--- src/overtemp_timer_pkg.sv ---
// Constants, register map and timing figures of the overtemperature timer.
// How it works
// - Upper timer bits zero until 45.52 ms.
// - Bit zero sets on assertion, read clears.
// - Past 45.52 ms, eight-bit count, 22.76 ms steps.
// - Eight-bit duration limit, software readable and writable.
// - Exceeding limit sets status two bit five.
// - Zero limit interrupts at once on assertion.
// - Two-bit pulse count per fan, reset 0x55.
// - Pin bit zero: alert output or 2.5 V.
// - Pin bit one: overtemp input or 5 V.
// - Pin bits 3:2 pick two-wire threshold.
// - Lock bit makes pin configuration read-only.
// - Enable bit turns on overtemperature monitoring while pin bit one selects the overtemp input.
// - Mask bit five suppresses timer alert.
package overtemp_timer_pkg;

	// Bus shape.
	localparam int ADDR_W = 10;
	localparam int DATA_W = 32;
	localparam int BE_W   = 4;
	localparam int REG_W  = 8;
	localparam int IDX_W  = 8;
	localparam int IDX_LO = 2;

	// Register indices; the byte address is four times the index.
	localparam logic [IDX_W-1:0] IDX_INT_STATUS2 = 8'h42;
	localparam logic [IDX_W-1:0] IDX_CONFIG1     = 8'h60;
	localparam logic [IDX_W-1:0] IDX_INT_MASK2   = 8'h75;
	localparam logic [IDX_W-1:0] IDX_CONFIG3     = 8'h78;
	localparam logic [IDX_W-1:0] IDX_TIMER       = 8'h79;
	localparam logic [IDX_W-1:0] IDX_LIMIT       = 8'h7a;
	localparam logic [IDX_W-1:0] IDX_PULSES      = 8'h7b;
	localparam logic [IDX_W-1:0] IDX_PIN_CFG     = 8'h7d;
	localparam logic [IDX_W-1:0] IDX_TEST_ONE    = 8'h7e;
	localparam logic [IDX_W-1:0] IDX_TEST_TWO    = 8'h7f;

	// Reset values.
	localparam logic [REG_W-1:0] RST_ZERO   = 8'h00;
	localparam logic [REG_W-1:0] RST_PULSES = 8'h55;

	// Field positions.
	localparam int BIT_LOCK      = 1;
	localparam int BIT_MON_EN    = 1;
	localparam int BIT_TIMER_EVT = 5;
	localparam int BIT_ALERT_SEL = 0;
	localparam int BIT_OVT_SEL   = 1;
	localparam int THR_LSB       = 2;
	localparam int THR_W         = 2;
	localparam int PIN_CFG_W     = 4;
	localparam int SEL_W         = 2;
	localparam int FANS          = 4;

	// Timing: one timer step, and steps before the count becomes visible.
	localparam int CLK_PERIOD_NS = 8;
	localparam int STEP_NS       = 22_760_000;
	localparam int STEP_CYCLES   = STEP_NS / CLK_PERIOD_NS;
	localparam logic [REG_W-1:0] VISIBLE_STEPS = 8'h02;
	localparam logic [REG_W-1:0] COUNT_MAX     = 8'hff;

endpackage

--- src/overtemp_step_tick.sv ---
// Step tick generator for the overtemperature duration count.
`timescale 1ns/1ps
module overtemp_step_tick #(
	parameter int unsigned STEP_CYCLES = 2845000
) (
	// Clock and reset
	input  wire logic ref_clk_i,
	input  wire logic sys_rst_i,
	// Control
	input  wire logic run_i,
	input  wire logic restart_i,
	// Step
	output logic      tick_o
);
	localparam int CNT_W = (STEP_CYCLES > 1) ? $clog2(STEP_CYCLES) : 1;
	localparam logic [CNT_W-1:0] LAST = CNT_W'(STEP_CYCLES - 1);

	logic [CNT_W-1:0] cycle_cnt;
	logic [CNT_W-1:0] next_cycle_cnt;

	// Restarting on each assertion keeps steps aligned to its leading edge.
	always_comb begin
		next_cycle_cnt = cycle_cnt;
		if (restart_i || !run_i || cycle_cnt == LAST) begin
			next_cycle_cnt = '0;
		end else begin
			next_cycle_cnt = cycle_cnt + CNT_W'(1);
		end
	end

	always_ff @(posedge ref_clk_i or posedge sys_rst_i) begin
		if (sys_rst_i) begin
			cycle_cnt <= '0;
		end else begin
			cycle_cnt <= next_cycle_cnt;
		end
	end

	assign tick_o = run_i && !restart_i && cycle_cnt == LAST;
endmodule

--- src/overtemp_timer_fan_config.sv ---
// Overtemperature timer, fan pulse selection and pin configuration block.
`timescale 1ns/1ps
module overtemp_timer_fan_config
	import overtemp_timer_pkg::*;
#(
	parameter int unsigned STEP_CYCLES_P = STEP_CYCLES
) (
	// Clock and reset
	input  wire logic                                  ref_clk_i,
	input  wire logic                                  sys_rst_i,
	// Avalon-MM slave
	input  wire logic [overtemp_timer_pkg::ADDR_W-1:0] address_i,
	input  wire logic                                  read_i,
	input  wire logic                                  write_i,
	input  wire logic [overtemp_timer_pkg::DATA_W-1:0] writedata_i,
	input  wire logic [overtemp_timer_pkg::BE_W-1:0]   byteenable_i,
	output logic      [overtemp_timer_pkg::DATA_W-1:0] readdata_o,
	output logic                                       waitrequest_o,
	// Overtemperature pin, active low
	input  wire logic                                  overtemp_line_n_i,
	// Fan pulse selections
	output logic      [overtemp_timer_pkg::SEL_W-1:0]  fan_one_pulse_sel_o,
	output logic      [overtemp_timer_pkg::SEL_W-1:0]  fan_two_pulse_sel_o,
	output logic      [overtemp_timer_pkg::SEL_W-1:0]  fan_three_pulse_sel_o,
	output logic      [overtemp_timer_pkg::SEL_W-1:0]  fan_four_pulse_sel_o,
	// Pin functions
	output logic                                       alert_pin_select_o,
	output logic                                       overtemp_pin_select_o,
	output logic      [overtemp_timer_pkg::THR_W-1:0]  twowire_threshold_sel_o,
	// Interrupts
	output logic                                       irq_o,
	output logic                                       alert_o
);
	import overtemp_timer_pkg::*;

	// Bus state.
	logic              ack;
	logic              next_ack;
	logic [DATA_W-1:0] rdata;
	logic [DATA_W-1:0] next_rdata;
	logic [IDX_W-1:0]  index;
	logic              take_wr;
	logic              take_rd;
	logic [REG_W-1:0]  wbyte;
	logic [REG_W-1:0]  read_mux;

	// Software registers.
	logic [REG_W-1:0]     duration_limit;
	logic [REG_W-1:0]     next_duration_limit;
	logic [REG_W-1:0]     pulse_sel;
	logic [REG_W-1:0]     next_pulse_sel;
	logic [PIN_CFG_W-1:0] pin_cfg;
	logic [PIN_CFG_W-1:0] next_pin_cfg;
	logic [REG_W-1:0]     config3;
	logic [REG_W-1:0]     next_config3;
	logic                 lock;
	logic                 next_lock;
	logic [REG_W-1:0]     int_mask;
	logic [REG_W-1:0]     next_int_mask;
	logic [REG_W-1:0]     int_status;
	logic [REG_W-1:0]     next_int_status;

	// Overtemperature timing state.
	logic             line_meta;
	logic             line_sync;
	logic             active;
	logic             active_prev;
	logic             next_active_prev;
	logic             assert_edge;
	logic             monitor_en;
	logic             step_tick;
	logic             assert_flag_lsb;
	logic             next_assert_flag_lsb;
	logic [REG_W-1:0] duration_count;
	logic [REG_W-1:0] next_duration_count;
	logic             fired;
	logic             next_fired;
	logic             fan_four_pulse_sel_or_timer_event;
	logic             timer_read;
	logic [REG_W-1:0] timer_view;

	assign index   = address_i[IDX_LO +: IDX_W];
	assign take_wr = write_i && ack && byteenable_i[0];
	assign take_rd = read_i && ack;
	assign wbyte   = writedata_i[REG_W-1:0];

	// The first stage feeds only the second; the pin is asynchronous.
	always_ff @(posedge ref_clk_i or posedge sys_rst_i) begin
		if (sys_rst_i) begin
			line_meta <= 1'b0;
			line_sync <= 1'b0;
		end else begin
			line_meta <= !overtemp_line_n_i;
			line_sync <= line_meta;
		end
	end

	assign monitor_en  = config3[BIT_MON_EN] && pin_cfg[BIT_OVT_SEL];
	assign active      = line_sync && monitor_en;
	assign assert_edge = active && !active_prev;
	assign timer_read  = take_rd && index == IDX_TIMER;

	overtemp_step_tick #(
		.STEP_CYCLES (STEP_CYCLES_P)
	) u_step (
		.ref_clk_i (ref_clk_i),
		.sys_rst_i (sys_rst_i),
		.run_i     (active),
		.restart_i (assert_edge || timer_read),
		.tick_o    (step_tick)
	);

	// Duration count, assertion flag and limit comparison.
	always_comb begin
		next_active_prev     = active;
		next_assert_flag_lsb = assert_flag_lsb;
		next_duration_count  = duration_count;
		next_fired           = fired;
		fan_four_pulse_sel_or_timer_event  = 1'b0;
		// set on assertion wins over read clear.
		if (assert_edge) begin
			next_assert_flag_lsb = 1'b1;
		end else if (timer_read) begin
			next_assert_flag_lsb = 1'b0;
		end
		if (assert_edge || timer_read) begin
			next_duration_count = RST_ZERO;
		end else if (step_tick && duration_count != COUNT_MAX) begin
			next_duration_count = duration_count + 8'h01;
		end
		if (assert_edge && duration_limit == RST_ZERO) begin
			fan_four_pulse_sel_or_timer_event = 1'b1;
		end
		if (active && !fired && duration_limit != RST_ZERO
		    && duration_count > duration_limit) begin
			fan_four_pulse_sel_or_timer_event = 1'b1;
		end
		if (assert_edge) begin
			next_fired = 1'b0;
		end else if (fan_four_pulse_sel_or_timer_event) begin
			next_fired = 1'b1;
		end
	end

	always_ff @(posedge ref_clk_i or posedge sys_rst_i) begin
		if (sys_rst_i) begin
			active_prev     <= 1'b0;
			assert_flag_lsb <= 1'b0;
			duration_count  <= RST_ZERO;
			fired           <= 1'b0;
		end else begin
			active_prev     <= next_active_prev;
			assert_flag_lsb <= next_assert_flag_lsb;
			duration_count  <= next_duration_count;
			fired           <= next_fired;
		end
	end

	// upper bits hidden until two steps.
	always_comb begin
		if (duration_count >= VISIBLE_STEPS) begin
			timer_view = duration_count;
		end else begin
			timer_view = {7'h00, assert_flag_lsb};
		end
	end

	// Software registers with lock and write-one-to-clear status.
	always_comb begin
		next_duration_limit = duration_limit;
		next_pulse_sel      = pulse_sel;
		next_pin_cfg        = pin_cfg;
		next_config3        = config3;
		next_lock           = lock;
		next_int_mask       = int_mask;
		next_int_status     = int_status;
		if (take_wr) begin
			unique case (index)
				IDX_LIMIT: begin
					next_duration_limit = wbyte;
				end
				IDX_PULSES: begin
					next_pulse_sel = wbyte;
				end
				IDX_PIN_CFG: begin
					if (!lock) begin
						next_pin_cfg = wbyte[PIN_CFG_W-1:0];
					end
				end
				IDX_CONFIG3: begin
					if (!lock) begin
						next_config3 = wbyte;
					end
				end
				IDX_CONFIG1: begin
					next_lock = lock || wbyte[BIT_LOCK];
				end
				IDX_INT_MASK2: begin
					next_int_mask = wbyte;
				end
				IDX_INT_STATUS2: begin
					next_int_status = int_status & ~wbyte;
				end
				// Test registers and holes take no write.
				default: begin
				end
			endcase
		end
		// An event in the clearing cycle still sets its bit.
		if (fan_four_pulse_sel_or_timer_event) begin
			next_int_status[BIT_TIMER_EVT] = 1'b1;
		end
	end

	always_ff @(posedge ref_clk_i or posedge sys_rst_i) begin
		if (sys_rst_i) begin
			duration_limit <= RST_ZERO;
			pulse_sel      <= RST_PULSES;
			pin_cfg        <= RST_ZERO[PIN_CFG_W-1:0];
			config3        <= RST_ZERO;
			lock           <= 1'b0;
			int_mask       <= RST_ZERO;
			int_status     <= RST_ZERO;
		end else begin
			duration_limit <= next_duration_limit;
			pulse_sel      <= next_pulse_sel;
			pin_cfg        <= next_pin_cfg;
			config3        <= next_config3;
			lock           <= next_lock;
			int_mask       <= next_int_mask;
			int_status     <= next_int_status;
		end
	end

	// Read multiplexer; unmapped and test registers read zero.
	always_comb begin
		unique case (index)
			IDX_TIMER:       read_mux = timer_view;
			IDX_LIMIT:       read_mux = duration_limit;
			IDX_PULSES:      read_mux = pulse_sel;
			IDX_PIN_CFG:     read_mux = {4'h0, pin_cfg};
			IDX_CONFIG3:     read_mux = config3;
			IDX_CONFIG1:     read_mux = {6'h00, lock, 1'b0};
			IDX_INT_MASK2:   read_mux = int_mask;
			IDX_INT_STATUS2: read_mux = int_status;
			IDX_TEST_ONE:    read_mux = RST_ZERO;
			IDX_TEST_TWO:    read_mux = RST_ZERO;
			default:         read_mux = RST_ZERO;
		endcase
	end

	// One wait cycle gives the read data a full cycle to settle.
	always_comb begin
		next_ack   = (read_i || write_i) && !ack;
		next_rdata = rdata;
		if (read_i && !ack) begin
			next_rdata = {24'h000000, read_mux};
		end
	end

	always_ff @(posedge ref_clk_i or posedge sys_rst_i) begin
		if (sys_rst_i) begin
			ack   <= 1'b0;
			rdata <= '0;
		end else begin
			ack   <= next_ack;
			rdata <= next_rdata;
		end
	end

	assign waitrequest_o = (read_i || write_i) && !ack;
	assign readdata_o    = rdata;

	assign fan_one_pulse_sel_o   = pulse_sel[0*SEL_W +: SEL_W];
	assign fan_two_pulse_sel_o   = pulse_sel[1*SEL_W +: SEL_W];
	assign fan_three_pulse_sel_o = pulse_sel[2*SEL_W +: SEL_W];
	assign fan_four_pulse_sel_o  = pulse_sel[3*SEL_W +: SEL_W];

	assign alert_pin_select_o      = pin_cfg[BIT_ALERT_SEL];
	assign overtemp_pin_select_o   = pin_cfg[BIT_OVT_SEL];
	assign twowire_threshold_sel_o = pin_cfg[THR_LSB +: THR_W];

	assign irq_o   = |(int_status & ~int_mask);
	assign alert_o = irq_o && pin_cfg[BIT_ALERT_SEL];
endmodule

--- config.mk ---
export PLATFORM = sky130hd
export DESIGN_NAME = overtemp_timer_fan_config
export DESIGN_NICKNAME = d
export VERILOG_FILES = /design/src/overtemp_timer_pkg.sv /design/src/overtemp_step_tick.sv /design/src/overtemp_timer_fan_config.sv
export SDC_FILE = /design/constraint.sdc
export NUM_CORES = 1
export LEC_CHECK = 0
export ABC_AREA = 1
export ABC_CLOCK_PERIOD_IN_PS = 8200
export BUFFER_PORTS_ARGS = -buffer_cell sky130_fd_sc_hd__buf_2
export CAP_MARGIN = 40
export CORE_AREA = 2 2 97 99
export DETAILED_ROUTE_END_ITERATION = 16
export DIE_AREA = 0 0 99 101
export PLACE_DENSITY = 0.81
export SLEW_MARGIN = 40
export SYNTH_ARGS = -nofsm -noshare
export SYNTH_HDL_FRONTEND = slang
export SYNTH_SLANG_ARGS = --single-unit
--- constraint.sdc ---
create_clock -name ref_clk_i -period 8.2 [get_ports ref_clk_i]
set_clock_uncertainty 0.05 [all_clocks]
set_input_delay 0.82 -clock ref_clk_i [delete_from_list [all_inputs] [get_ports ref_clk_i]]
set_output_delay 0.82 -clock ref_clk_i [all_outputs]
set_load 0.02 [all_outputs]
### Yosys cells after proc, flatten, opt, wreduce, memory -nomap -nowiden

Cells that the tools add are included.
W data, S select, Z words.

| storage, ports and cells | value |
|---|---|
| bits in registers | 89 |
| latch bits | 0 |
| RAM bits | 0 |
| bits in read-only memories | 0 |
| input bits | 51 |
| word-level logic and storage cells | 94 |
| memories kept | 0 |

| cells by class | value |
|---|---|
| add/sub/neg operators | 2 |
| multiply operators | 0 |
| div/mod/pow operators | 0 |
| $lt $le $gt $ge | 2 |
| equal/unequal tests | 10 |
| shift operators | 0 |
| muxes and demuxes | 14 |
| bitwise operators | 5 |
| reductions and logical operators | 44 |

Operator list:

| kind | number |
|---|---|
| $eq A8 B7 Y1 const B | 8 |
| $pmux W8 S8 | 1 |
| $mux W8 | 3 |
| $add A22 B1 Y22 const B | 1 |
| $eq A22 B22 Y1 const B | 1 |
| $mux W22 | 1 |
| $logic_and A1 B1 Y1 | 17 |
| $and A8 B8 Y8 | 2 |
| $not A8 Y8 | 2 |
| $mux W6 | 2 |
| $reduce_and A2 Y1 | 6 |
| $reduce_bool A2 Y1 | 5 |
| $add A8 B1 Y8 const B | 1 |
| $ge A8 B2 Y1 const B | 1 |
| $gt A8 B8 Y1 | 1 |
| $logic_not A8 Y1 | 1 |
| $ne A8 B8 Y1 const B | 1 |
| $reduce_bool A8 Y1 | 1 |
| $reduce_or A8 Y1 | 1 |
| $mux W1 | 7 |
| $logic_not A1 Y1 | 6 |
| $reduce_and A3 Y1 | 2 |
| $logic_or A1 B1 Y1 | 5 |
| $not A1 Y1 | 1 |

### Logic depth before layout (Yosys ltp)

Gate-level depths: netlist of run 1.

| depth | value |
|---|---|
| depth in word-level cells | 10 |
| mapped depth | 12 |
| gate-level depth less buffers | 11 |

### By module

Synthesis of run 1 repeated with hierarchy kept, for this count alone.

| unflattened totals | value |
|---|---|
| cells, all modules | 684 |
| area total of the unflattened synthesis | 5,147.4 um2 |

Modules (own cells, without submodules):

| module | instances | cells each | area an instance (um2) | seq. area each (um2) |
|---|---|---|---|---|
| overtemp_timer_fan_config | 1 | 497 | 3,761.1 | 1,681.6 |
| overtemp_step_tick | 1 | 187 | 1,386.3 | 550.5 |

### Worst setup path before layout of run 1

No wires, ideal clock.

| timing | value |
|---|---|
| path kind | input -> output |
| start point | input port read_i |
| end point | output port waitrequest_o |
| data arrival time | 1.150 ns |
| required time | 7.330 ns |
| path slack | 6.180 ns |
| cell stages on the path | 2 |
| cells stage by stage | nor2_1 -> nor2_1 |

| between the ends | value |
|---|---|
| word-level cells in the longest chain between the ends | 2 |

RTL lines:

| item | line | RTL |
|---|---|---|
| start, declared | overtemp_timer_fan_config.sv:13 | `input wire logic read_i,` |
| $logic_or A1 B1 Y1 | overtemp_timer_fan_config.sv:271 | `assign waitrequest_o = (read_i \|\| write_i) && !ack;` |
| $logic_and A1 B1 Y1 | overtemp_timer_fan_config.sv:271 |  |
| end, declared | overtemp_timer_fan_config.sv:18 | `output logic waitrequest_o,` |

No other way between the ends.

### Worst setup path after layout of run 1

| timing | value |
|---|---|
| start point | register int_status[7] |
| end point | output port alert_o |

| between the ends | value |
|---|---|
| word-level cells in the longest chain between the ends | 3 |

RTL lines:

| item | line | RTL |
|---|---|---|
| start, declared | overtemp_timer_fan_config.sv:60 | `logic [REG_W-1:0] int_status;` |
| start signal, assigned | overtemp_timer_fan_config.sv:231 | `int_status <= next_int_status;` |
| $and A8 B8 Y8 | overtemp_timer_fan_config.sv:283 | `assign irq_o = \|(int_status & ~int_mask);` |
| $reduce_or A8 Y1 | overtemp_timer_fan_config.sv:283 |  |
| $logic_and A1 B1 Y1 | overtemp_timer_fan_config.sv:284 | `assign alert_o = irq_o && pin_cfg[BIT_ALERT_SEL];` |
| end, declared | overtemp_timer_fan_config.sv:32 | `output logic alert_o` |

No other way between the ends.

==> results.sh, run 1 <==
export IMPL_status="completed"
export IMPL_grtUsageTotal_pct=25.4
export IMPL_post_cts_resized=0
export IMPL_drcViolationCount=0
export IMPL_grt_pass1_vias=4469
export IMPL_synth_cell_type_count=39
export IMPL_place_area_sq_mm=0.00550
export IMPL_crit_required_ns=7.33
export IMPL_hpwl_microns=8900
export IMPL_die_area_sq_mm=0.0100
export IMPL_gr_total_overflow=0
export IMPL_cts_root_buf="clkbuf_8"
export IMPL_yosysSeqAreaShare_pct=42.2
export IMPL_postCtsSetupBuffers=0
export IMPL_maxCapViolCount=0
export IMPL_rsz0062_at_grt="no"
export IMPL_grt_max_degree=90
export IMPL_max_slew_margin_pct=53.3
export IMPL_wl_per_cell_microns=13.9
export IMPL_core_sq_mm=0.00898
export IMPL_num_rows=35
export IMPL_gp_congestion=0.943
export IMPL_yosysWarnings=0
export IMPL_p_total_w=0.000844
export IMPL_synthCells=704
export IMPL_use_met2_pct=41.6
export IMPL_ios=98
export IMPL_ir_drop_v=0.0000972
export IMPL_synthTopCellsByArea="dfrtp_1 (40%), nand2_1 (13%), nor2_1 (6.8%)"
export IMPL_ys_ff_latch=89
export IMPL_clockBufferDepth=2
export IMPL_die_height_microns=101
export IMPL_antenna_found_initial=0
export IMPL_drive_gt1_share_pct=15.8
export IMPL_critPathMaxFanout=2
export IMPL_antenna_left=0
export IMPL_drt_iter0_markers=248
export IMPL_fin_util_pct=63.7
export IMPL_gr_usage_met3_pct=4.44
export IMPL_port_buffer_count=44
export IMPL_busiest_layer="met2"
export IMPL_grtUsageMet1_pct=33.5
export IMPL_setup_slack_ns=5.73
export IMPL_synth_edf_count=0
export IMPL_clock_sinks=89
export IMPL_multi_input_area_sq_mm=0.00253
export IMPL_yosys_area_top_type="dfrtp_1"
export IMPL_powerDensity_mw_per_mm2=148
export IMPL_slowest_delay_ns=0.39
export IMPL_min_period_over_period_pct=30.1
export IMPL_async_flop_share_pct=100
export IMPL_regArea_sq_mm=0.00223
export IMPL_final_area_sq_mm=0.00572
export IMPL_die_w_microns=99
export IMPL_crit_slowest_cell="dfrtp_1"
export IMPL_min_period_ns=2.47
export IMPL_cp_cell_sequence="inv_1 > o22ai_1 > a211oi_1 > a21boi_0 > buf_2"
export IMPL_cp_arrival_ns=1.60
export IMPL_cp_top_family="compound AO/OA/AOI/OAI gates"
export IMPL_n_antenna_cell=0
export IMPL_hold_class="flip-flop to flip-flop"
export IMPL_viasPerCell=5.34
export IMPL_htree_levels=3
export IMPL_drv_slew=0
export IMPL_hold_violations=0
export IMPL_fmax_mhz=405
export IMPL_fin_setup_tns_ns=0
export IMPL_timing_final_setup_violations=0
export IMPL_worst_path_buf_inv=2
export IMPL_ctsHoldBuffers=0
export IMPL_synth_top_cells_by_count="nand2_1 (184), nor2_1 (96), inv_1 (93)"
export IMPL_nFillCells=782
export IMPL_wl_microns=12000
export IMPL_synth_top_area_share_pct=40.2
export IMPL_synth_ff_type="dfrtp_1"
export IMPL_vias=4627
export IMPL_crit_type="flip-flop to output port"
export IMPL_num_nets_final=812
export IMPL_syn_to_final_growth_pct=8.14
export IMPL_worst_path_stages=5
export IMPL_syn_cell_area_sq_mm=0.00529
export IMPL_drtPass1Iterations=7
export IMPL_leakage_nw=2.87
export IMPL_grt_pass1_wl_microns=20500
export IMPL_critPathLaunchType="flip-flop"
export IMPL_syn_area_per_cell_sq_um=7.51
export IMPL_clk_latency_ns=0.37
export IMPL_reg2regPathDepth=8
export IMPL_end_kind="output port"
export IMPL_numCtsBuffers=9
export IMPL_tightest_slew_ns=0.701
export IMPL_initial_utilization_pct=58.9
export IMPL_yosysMostFrequentCell="nand2_1"
export IMPL_cts_tree="done"
export IMPL_clkTransAtPathRegs_ns=0.10
export IMPL_pre_cts_ws_ns=5.69
export IMPL_holdPathStages=0
-- routing by layer --
metal  part of all wire (%)  vias to the layer above  wire length, microns
met1                     44                     2161                  5350
li1                       -                     2263                     -
met5                      0                        -                     0
met2                     47                      178                  5640
met4                    1.9                        0                   233
met3                    6.7                       25                   808
-- final cells by class --
class                      instances  share of cell area, %
timing repair buffer              45                   4.09
tap                              111                   2.43
clock buffer                      10                   2.23
multi-input combinational        507                   44.2
clock inverter                     6                   1.57
sequential                        89                   39.0
inverter                          98                   6.45
-- registers in the layout, summed over array words and instances, names as in the netlist, 4 cells and up --
register	cells
pin_cfg	4
readdata_o	8
duration_limit	8
pulse_sel	8
config3	8
duration_count	8
u_step.cycle_cnt	22
int_status	8
int_mask	8
-- kinds of logic after synthesis --
| logic type | after synthesis | share of synthesized area, % |
|---|---|---|
| compound gates | 70 | 7.50 |
| xor+xnor | 8 | 1.32 |
| fa+ha+maj | 11 | 2.60 |
| buf+inv | 131 | 11.6 |
| flops | 89 | 42.2 |
| other cells | 1 | 0.0709 |
| simple gates | 394 | 34.7 |
-- cells in the final DEF (no fill, tap or decap), drive strengths merged, types with 4 or more instances in the layout --
| master | instances |
|---|---|
| nor3 | 13 |
| nand3 | 55 |
| dfstp | 4 |
| xor2 | 6 |
| buf | 44 |
| nand2 | 196 |
| clkbuf | 11 |
| inv | 99 |
| nand4 | 14 |
| conb | 24 |
| nor2 | 109 |
| o21ai | 50 |
| a21oi | 13 |
| dfrtp | 85 |
| ha | 11 |
| nor3b | 4 |
-- report_power, final --
group	switching [W]	internal (W)	leakage, nW	total (W)
Combinational	0.0000442	0.0000122	1.59	0.0000563
Sequential	0.00000369	0.000443	1.18	0.000447
Clock	0.000167	0.000174	0.107	0.000340
-- final timing paths --
check | slack, ns | end | start
max in group asynchronous | 7.03 | duration_count[6] | sys_rst_i
worst max register to register | 6.22 | u_step.cycle_cnt[20] | u_step.cycle_cnt[0]
worst max-delay path | 5.73 | alert_o | int_status[7]
worst min-delay path | 0.30 | line_sync | line_meta
min in group asynchronous | 0.59 | int_mask[2] | sys_rst_i
worst min register to register | 0.30 | line_sync | line_meta
-- stage by stage --
step | hold slack [ns] | std cells
2_1_floorplan | 0.281 | 727
3_3_place_gp | 0.284 | 850
3_5_place_dp | 0.285 | 850
4_1_cts | 0.305 | 866
5_1_grt | 0.328 | 866
6_report | 0.303 | 866
-- worst reg2reg max path: stages, from the launching register on --
cell and delay, ns:
dfrtp_1 0.49, ha_1 0.27, nand2_2 0.11, nor3_2 0.20, nand3_2 0.15, nand2_2 0.40
inv_1 0.09, nand2_1 0.09, inv_1 0.04
Note: power is estimated with default switching activity, not from simulation.
==> inputs of run 2 (changes only) <==
--- a/config.mk
+++ b/config.mk
@@ -6,13 +6,13 @@
 export NUM_CORES = 1
 export LEC_CHECK = 0
 export ABC_AREA = 1
-export ABC_CLOCK_PERIOD_IN_PS = 8200
+export ABC_CLOCK_PERIOD_IN_PS = 2500
 export BUFFER_PORTS_ARGS = -buffer_cell sky130_fd_sc_hd__buf_2
 export CAP_MARGIN = 40
-export CORE_AREA = 2 2 97 99
+export CORE_AREA = 2 2 101 103
 export DETAILED_ROUTE_END_ITERATION = 16
-export DIE_AREA = 0 0 99 101
-export PLACE_DENSITY = 0.81
+export DIE_AREA = 0 0 103 105
+export PLACE_DENSITY = 0.75
 export SLEW_MARGIN = 40
 export SYNTH_ARGS = -nofsm -noshare
 export SYNTH_HDL_FRONTEND = slang
==> constraint.sdc (replaced) <==
create_clock -name ref_clk_i -period 2.5 [get_ports ref_clk_i]
set_clock_uncertainty 0.05 [all_clocks]
set_input_delay 0.25 -clock ref_clk_i [delete_from_list [all_inputs] [get_ports ref_clk_i]]
set_output_delay 0.25 -clock ref_clk_i [all_outputs]
set_load 0.02 [all_outputs]
==> run 2 against run 1 <==
  * Count of clock-buffer cells in the layout grew 2
  * Critical endpoint is now u_step.cycle_cnt[20]
  * Core utilization shrank 3.7 points
  * Die area grew 8.2%
  * First-iteration DRC count shrank 0.40%
  * Non-clock buffer count grew 6
  * Register-to-register slack lost 5.7 ns
  * Worst setup slack lost 5.2 ns
  * Routed wire length shrank 2.2%
  * Largest power group unchanged
  * Cell count grew 3.2%
==> results.sh, run 2 (synthesized netlist as in run 1, its figures left out) <==
export IMPL_status="completed"
export IMPL_port_buffer_count=44
export IMPL_setup_slack_ns=0.552
export IMPL_rsz0062_at_grt="no"
export IMPL_powerDensity_mw_per_mm2=448
export IMPL_drv_slew=0
export IMPL_cp_cell_sequence="ha_1 > nand2_2 > nor3_2 > nand3_2 > nand2_2 > inv_1 > nand2_1 > inv_1"
export IMPL_wl_per_cell_microns=13.1
export IMPL_die_area_sq_mm=0.0108
export IMPL_min_period_over_period_pct=77.9
export IMPL_grtUsageMet1_pct=32.9
export IMPL_num_nets_final=818
export IMPL_gp_congestion=0.899
export IMPL_use_met2_pct=37.2
export IMPL_final_cells=894
export IMPL_largest_register_ffs=22
export IMPL_layout_common_cells="nand2_1 (184), nor2_1 (96), inv_1 (92)"
export IMPL_clkTransAtPathRegs_ns=0.09
export IMPL_grt_max_degree=41
export IMPL_regArea_sq_mm=0.00223
export IMPL_hpwl_microns=8960
export IMPL_crit_slowest_cell="dfrtp_1"
export IMPL_maxCapViolCount=0
export IMPL_num_rows=36
export IMPL_crit_required_ns=2.72
export IMPL_cp_arrival_ns=2.16
export IMPL_tightest_slew_ns=0.507
export IMPL_fin_setup_tns_ns=0
export IMPL_max_slew_margin_pct=66.0
export IMPL_cts_root_buf="clkbuf_8"
export IMPL_viasPerCell=5.06
export IMPL_drcViolationCount=0
export IMPL_clock_sinks=89
export IMPL_grtUsageTotal_pct=23.5
export IMPL_gr_total_overflow=0
export IMPL_p_total_w=0.00259
export IMPL_grt_pass1_wl_microns=20200
export IMPL_vias=4521
export IMPL_busiest_layer="met2"
export IMPL_leakage_nw=2.88
export IMPL_hold_class="input pin to flip-flop"
export IMPL_critPathMaxFanout=22
export IMPL_drt_iter0_markers=247
export IMPL_final_common_cell="nand2_1"
export IMPL_slowest_delay_ns=0.47
export IMPL_timing_final_setup_violations=0
export IMPL_regMostFlops="u_step.cycle_cnt"
export IMPL_drive_gt1_share_pct=16.0
export IMPL_hold_violations=0
export IMPL_ir_drop_v=0.000308
export IMPL_whs_ns=0.0152
export IMPL_syn_to_final_growth_pct=9.39
export IMPL_initial_utilization_pct=54.9
export IMPL_cts_tree="done"
export IMPL_dp_cells=875
export IMPL_grt_pass1_vias=4305
export IMPL_antenna_left=0
export IMPL_clockBufferDepth=2
export IMPL_multi_input_area_sq_mm=0.00253
export IMPL_drtPass1Iterations=5
export IMPL_die_w_microns=103
export IMPL_post_cts_resized=0
export IMPL_rrSetupSlack_ns=0.55
export IMPL_ctsHoldBuffers=3
export IMPL_wl_microns=11800
export IMPL_postCtsSetupBuffers=0
export IMPL_fmax_mhz=513
export IMPL_pre_cts_ws_ns=0.564
export IMPL_end_kind="flip-flop"
export IMPL_min_period_ns=1.95
export IMPL_n_antenna_cell=0
export IMPL_crit_type="flip-flop to flip-flop"
export IMPL_clk_latency_ns=0.36
export IMPL_numCtsBuffers=9
export IMPL_htree_levels=3
export IMPL_antenna_found_initial=0
export IMPL_critPathLaunchType="flip-flop"
export IMPL_die_height_microns=105
export IMPL_nFillCells=868
export IMPL_core_sq_mm=0.00964
export IMPL_ios=98
export IMPL_gr_usage_met3_pct=4.55
run 2: changes by cell type in the layout (fill, tap and decap cells not counted), sizes merged:
cell,delta
bufinv,-2
dlygate4sd3,+3
clkbuf,+1
clkinvlp,+3
clkinv,-1
buf,+4
inv,-2
run 2: through the flow:
stage	area [sq um]	util, %
floorplan	5380	-
global placement	5550	57.6
detailed placement	5570	57.8
CTS	5790	60.0
global route	5790	60.0
finish	5790	60.0
run 2: routing by layer:
metal | part of all wire (%) | vias up | wire length, microns
met4 | 0.94 | 0 | 111
met3 | 4.4 | 13 | 520
met1 | 47 | 2107 | 5500
met2 | 48 | 124 | 5620
met5 | 0 | - | 0
li1 | - | 2277 | -
run 2: final timing paths:
| check | from | cells after the start | end |
|---|---|---|---|
| setup / recovery | u_step.cycle_cnt[0] | 8 | u_step.cycle_cnt[20] |
| hold / removal | writedata_i[2] | 2 | int_status[2] |
| setup reg to reg | u_step.cycle_cnt[0] | 8 | u_step.cycle_cnt[20] |
| hold reg to reg | line_meta | 0 | line_sync |
| max in group asynchronous | sys_rst_i | 4 | pulse_sel[2] |
| min in group asynchronous | sys_rst_i | 3 | fired |
run 2: cell type report:
cell class | instances | area share, %
clock buffer | 12 | 2.68
tap | 133 | 2.88
timing repair buffer | 51 | 5.28
inverter | 98 | 6.42
sequential | 89 | 38.6
multi-input combinational | 507 | 43.7
clock inverter | 4 | 0.476
run 2: where the power goes:
group	internal (W)	leakage, nW	switching (W)
Combinational	0.0000490	1.62	0.000147
Sequential	0.00145	1.18	0.0000121
Clock	0.000414	0.0846	0.000518
Total	0.00192	2.88	0.000677
run 2: critical path: cells and delay by family (launching register included):
kind | cells | cell delay [ns]
DFF | 1 | 0.47
buffers and inverters | 2 | 0.11
and+or+nand+nor | 5 | 0.95
adders and majority gates | 1 | 0.26
==> inputs of run 3 (changes only) <==
--- a/config.mk
+++ b/config.mk
@@ -5,14 +5,14 @@
 export SDC_FILE = /design/constraint.sdc
 export NUM_CORES = 1
 export LEC_CHECK = 0
-export ABC_AREA = 1
-export ABC_CLOCK_PERIOD_IN_PS = 2500
+export ABC_AREA = 0
+export ABC_CLOCK_PERIOD_IN_PS = 1700
 export BUFFER_PORTS_ARGS = -buffer_cell sky130_fd_sc_hd__buf_2
 export CAP_MARGIN = 40
-export CORE_AREA = 2 2 101 103
+export CORE_AREA = 2 2 102 104
 export DETAILED_ROUTE_END_ITERATION = 16
-export DIE_AREA = 0 0 103 105
-export PLACE_DENSITY = 0.75
+export DIE_AREA = 0 0 104 106
+export PLACE_DENSITY = 0.72
 export SLEW_MARGIN = 40
 export SYNTH_ARGS = -nofsm -noshare
 export SYNTH_HDL_FRONTEND = slang
==> constraint.sdc (replaced) <==
create_clock -name ref_clk_i -period 1.7 [get_ports ref_clk_i]
set_clock_uncertainty 0.05 [all_clocks]
set_input_delay 0.17 -clock ref_clk_i [delete_from_list [all_inputs] [get_ports ref_clk_i]]
set_output_delay 0.17 -clock ref_clk_i [all_outputs]
set_load 0.02 [all_outputs]
==> run 3 against run 2 <==
  * Worst hold slack improved by 0.016 ns
  * Synthesized cell count fell by 35%
  * Routed wire length up 9.8%
  * Synthesized area fell by 8.7%
  * Global-route usage increased by 0.25 points
  * Clock power is 74% higher
  * The flow now finishes with violations (setup timing)
  * Count of clock-buffer cells in the layout decreased by 3
  * Sequential share of layout area shrank 4.6 points
==> results.sh, run 3 <==
export IMPL_timing_rr_start="u_step.cycle_cnt[15]"
export IMPL_rrSetupSlack_ns=-0.30
export IMPL_final_cells=738
export IMPL_synth_adder_area_share_pct=2.85
export IMPL_cp_arrival_ns=1.78
export IMPL_timing_final_setup_violations=31
export IMPL_setup_slack_ns=-0.302
export IMPL_core_sq_mm=0.0100
export IMPL_maxCapViolCount=0
export IMPL_violations="setup timing"
export IMPL_die_w_microns=104
export IMPL_syn_area_per_cell_sq_um=10.6
export IMPL_synth_top_family_by_area="simple AND/OR/NAND/NOR gates"
export IMPL_yosys_mux_area_fraction_pct=12.0
export IMPL_reg2reg_to="duration_count[2]"
export IMPL_cp_cell_sequence="inv_2 > o22ai_2 > or4_4 > and2_4 > buf_6"
export IMPL_numCtsBuffers=9
export IMPL_drv_slew=0
export IMPL_num_nets_final=659
export IMPL_yosys_area_top_type="dfrtp_1"
export IMPL_ios=98
export IMPL_viasPerCell=5.40
export IMPL_min_to="ack"
export IMPL_clockBufferDepth=2
export IMPL_vias=3982
export IMPL_clock_sinks=89
export IMPL_antenna_found_initial=0
export IMPL_synth_edf_count=0
export IMPL_drt_iter0_markers=183
export IMPL_fmax_mhz=499
export IMPL_clk_latency_ns=0.37
export IMPL_rsz0062_at_grt="yes"
export IMPL_fin_util_pct=65.9
export IMPL_pre_cts_ws_ns=-0.242
export IMPL_drcViolationCount=0
export IMPL_wl_microns=12900
export IMPL_crit_type="flip-flop to output port"
export IMPL_slowest_delay_ns=0.55
export IMPL_synthTopCellsByArea="dfrtp_1 (44%), mux2_2 (8.4%), buf_4 (4.0%)"
export IMPL_layout_common_cells="dfrtp_1 (80), buf_4 (74), buf_2 (42)"
export IMPL_cts_tree="done"
export IMPL_leakage_nw=3.06
export IMPL_final_common_cell="dfrtp_1"
export IMPL_tightest_slew_ns=0.683
export IMPL_yosysWarnings=0
export IMPL_synth_xor_area_share_pct=3.63
export IMPL_wl_per_cell_microns=17.5
export IMPL_min_period_over_period_pct=118
export IMPL_critPathMaxFanout=2
export IMPL_synth_ff_type="dfrtp_1"
export IMPL_critPathLaunchType="flip-flop"
export IMPL_ys_ff_latch=89
export IMPL_syn_to_final_growth_pct=36.5
export IMPL_initial_utilization_pct=48.3
export IMPL_antenna_left=0
export IMPL_synth_simple_area_share_pct=18.6
export IMPL_synth_top_area_share_pct=44.1
export IMPL_grt_max_degree=28
export IMPL_n_antenna_cell=0
export IMPL_end_kind="output port"
export IMPL_dp_cells=699
export IMPL_die_area_sq_mm=0.0110
export IMPL_holdPathStages=3
export IMPL_largest_register_ffs=22
export IMPL_fin_setup_tns_ns=-3.46
export IMPL_die_height_microns=106
export IMPL_async_flop_share_pct=100
export IMPL_yosysSeqAreaShare_pct=46.2
export IMPL_crit_required_ns=1.48
export IMPL_gp_congestion=0.967
export IMPL_hold_violations=0
export IMPL_yosysMostFrequentCell="dfrtp_1"
export IMPL_place_area_sq_mm=0.00575
export IMPL_final_area_sq_mm=0.00659
export IMPL_nFillCells=778
export IMPL_drive_gt1_share_pct=46.5
export IMPL_regMostFlops="u_step.cycle_cnt"
export IMPL_drtPass1Iterations=4
export IMPL_grt_pass1_wl_microns=20600
export IMPL_htree_levels=3
export IMPL_reg2regPathDepth=5
export IMPL_crit_slowest_cell="or4_4"
export IMPL_min_period_ns=2.00
export IMPL_max_slew_margin_pct=54.5
export IMPL_port_buffer_count=44
export IMPL_cts_root_buf="clkbuf_8"
export IMPL_status="complete, but fails checks"
export IMPL_hpwl_microns=9110
export IMPL_synth_cell_type_count=63
export IMPL_syn_cell_area_sq_mm=0.00483
export IMPL_synth_top_cells_by_count="dfrtp_1 (85), nor2_1 (41), mux2_2 (36)"
export IMPL_hold_class="input pin to flip-flop"
export IMPL_grtUsageTotal_pct=23.8
export IMPL_grt_pass1_vias=4222
export IMPL_num_rows=37
export IMPL_ir_drop_v=0.000387
export IMPL_clkTransAtPathRegs_ns=0.10
export IMPL_hold_start="write_i"
export IMPL_synthCells=455
export IMPL_powerDensity_mw_per_mm2=621
export IMPL_gr_total_overflow=0
export IMPL_synth_compound_area_share_pct=9.43
[run 3: changes by cell type after synthesis, sizes merged, moves of 13 or more]
cell   delta
mux2     +40
o21ai    -36
xnor2    +13
nor2     -62
nand2   -173
nand3    -37
inv      -70
[run 3: cell families after synthesis]
group                      Yosys count
AOI/OAI and AO/OA                   69
and+or+nand+nor                    154
other                                1
adders and majority gates           11
xor gates and xnor gates            20
muxes                               48
DFF                                 89
buffers and inverters               63
[run 3: how the worst max path moves through the flow]
| stage | from | to | slack, ns |
|---|---|---|---|
| 2_1_floorplan | u_step.cycle_cnt[10] | duration_count[5] | -0.09 |
| 3_3_place_gp | u_step.cycle_cnt[7] | duration_count[2] | -0.16 |
| 3_5_place_dp | u_step.cycle_cnt[7] | duration_count[2] | -0.24 |
| 4_1_cts | int_status[4] | alert_o | -0.28 |
| 5_1_grt | u_step.cycle_cnt[5] | duration_count[2] | -0.37 |
| 6_report | int_status[2] | alert_o | -0.30 |
[run 3: critical path: cells and delay by family (launching register included)]
kind,cells,cell delay [ns]
DFF,1,0.42
and+or+nand+nor,2,0.71
AOI/OAI and AO/OA,1,0.10
buffers and inverters,2,0.20
[run 3: report_power, final]
group          switching [W]  internal, W  leakage (nW)
logic               0.000209     0.000113          1.78
clock network       0.000888     0.000728         0.109
registers          0.0000163      0.00214          1.17
[run 3: through the flow]
| stage | power [W] | hold slack, ns |
|---|---|---|
| final | 0.00409 | 0.0316 |
| after global routing | 0.00425 | 0.0352 |
| after CTS | 0.00413 | 0.00200 |
| after detailed placement | 0.00250 | 0.217 |
| after global placement | 0.00249 | 0.208 |
| after floorplan | 0.00241 | 0.179 |
[run 3: cell type report]
cell class / count / area (sq um) / area share (%)
clock buffers: 9 / 124 / 1.88
inverters: 28 / 109 / 1.65
repair buffers: 140 / 1090 / 16.6
well taps: 136 / 170 / 2.58
flip-flops and latches: 89 / 2240 / 34.0
clock inverters: 7 / 96.3 / 1.46
multi-input cells: 329 / 2760 / 41.9
[run 3: timing repair]
| action | CTS | global route |
|---|---|---|
| hold buffers | 7 | 1 |
| setup buffers | 9 | 6 |
| cloned | 3 | 0 |
| hold endpoints to repair | 24 | 1 |
| pin swaps | 21 | 26 |
| resized for setup | 37 | 57 |
| endpoints found under the setup margin | 36 | 38 |
[run 3: layer usage]
metal	track usage, %	vias up	share of wire [%]	wire length (microns)
met5	0	-	0	0
met4	9.36	0	2.5	317
met1	27.4	1965	39	5080
met3	4.29	25	4.4	567
li1	-	1879	-	-
met2	43.8	113	54	6940
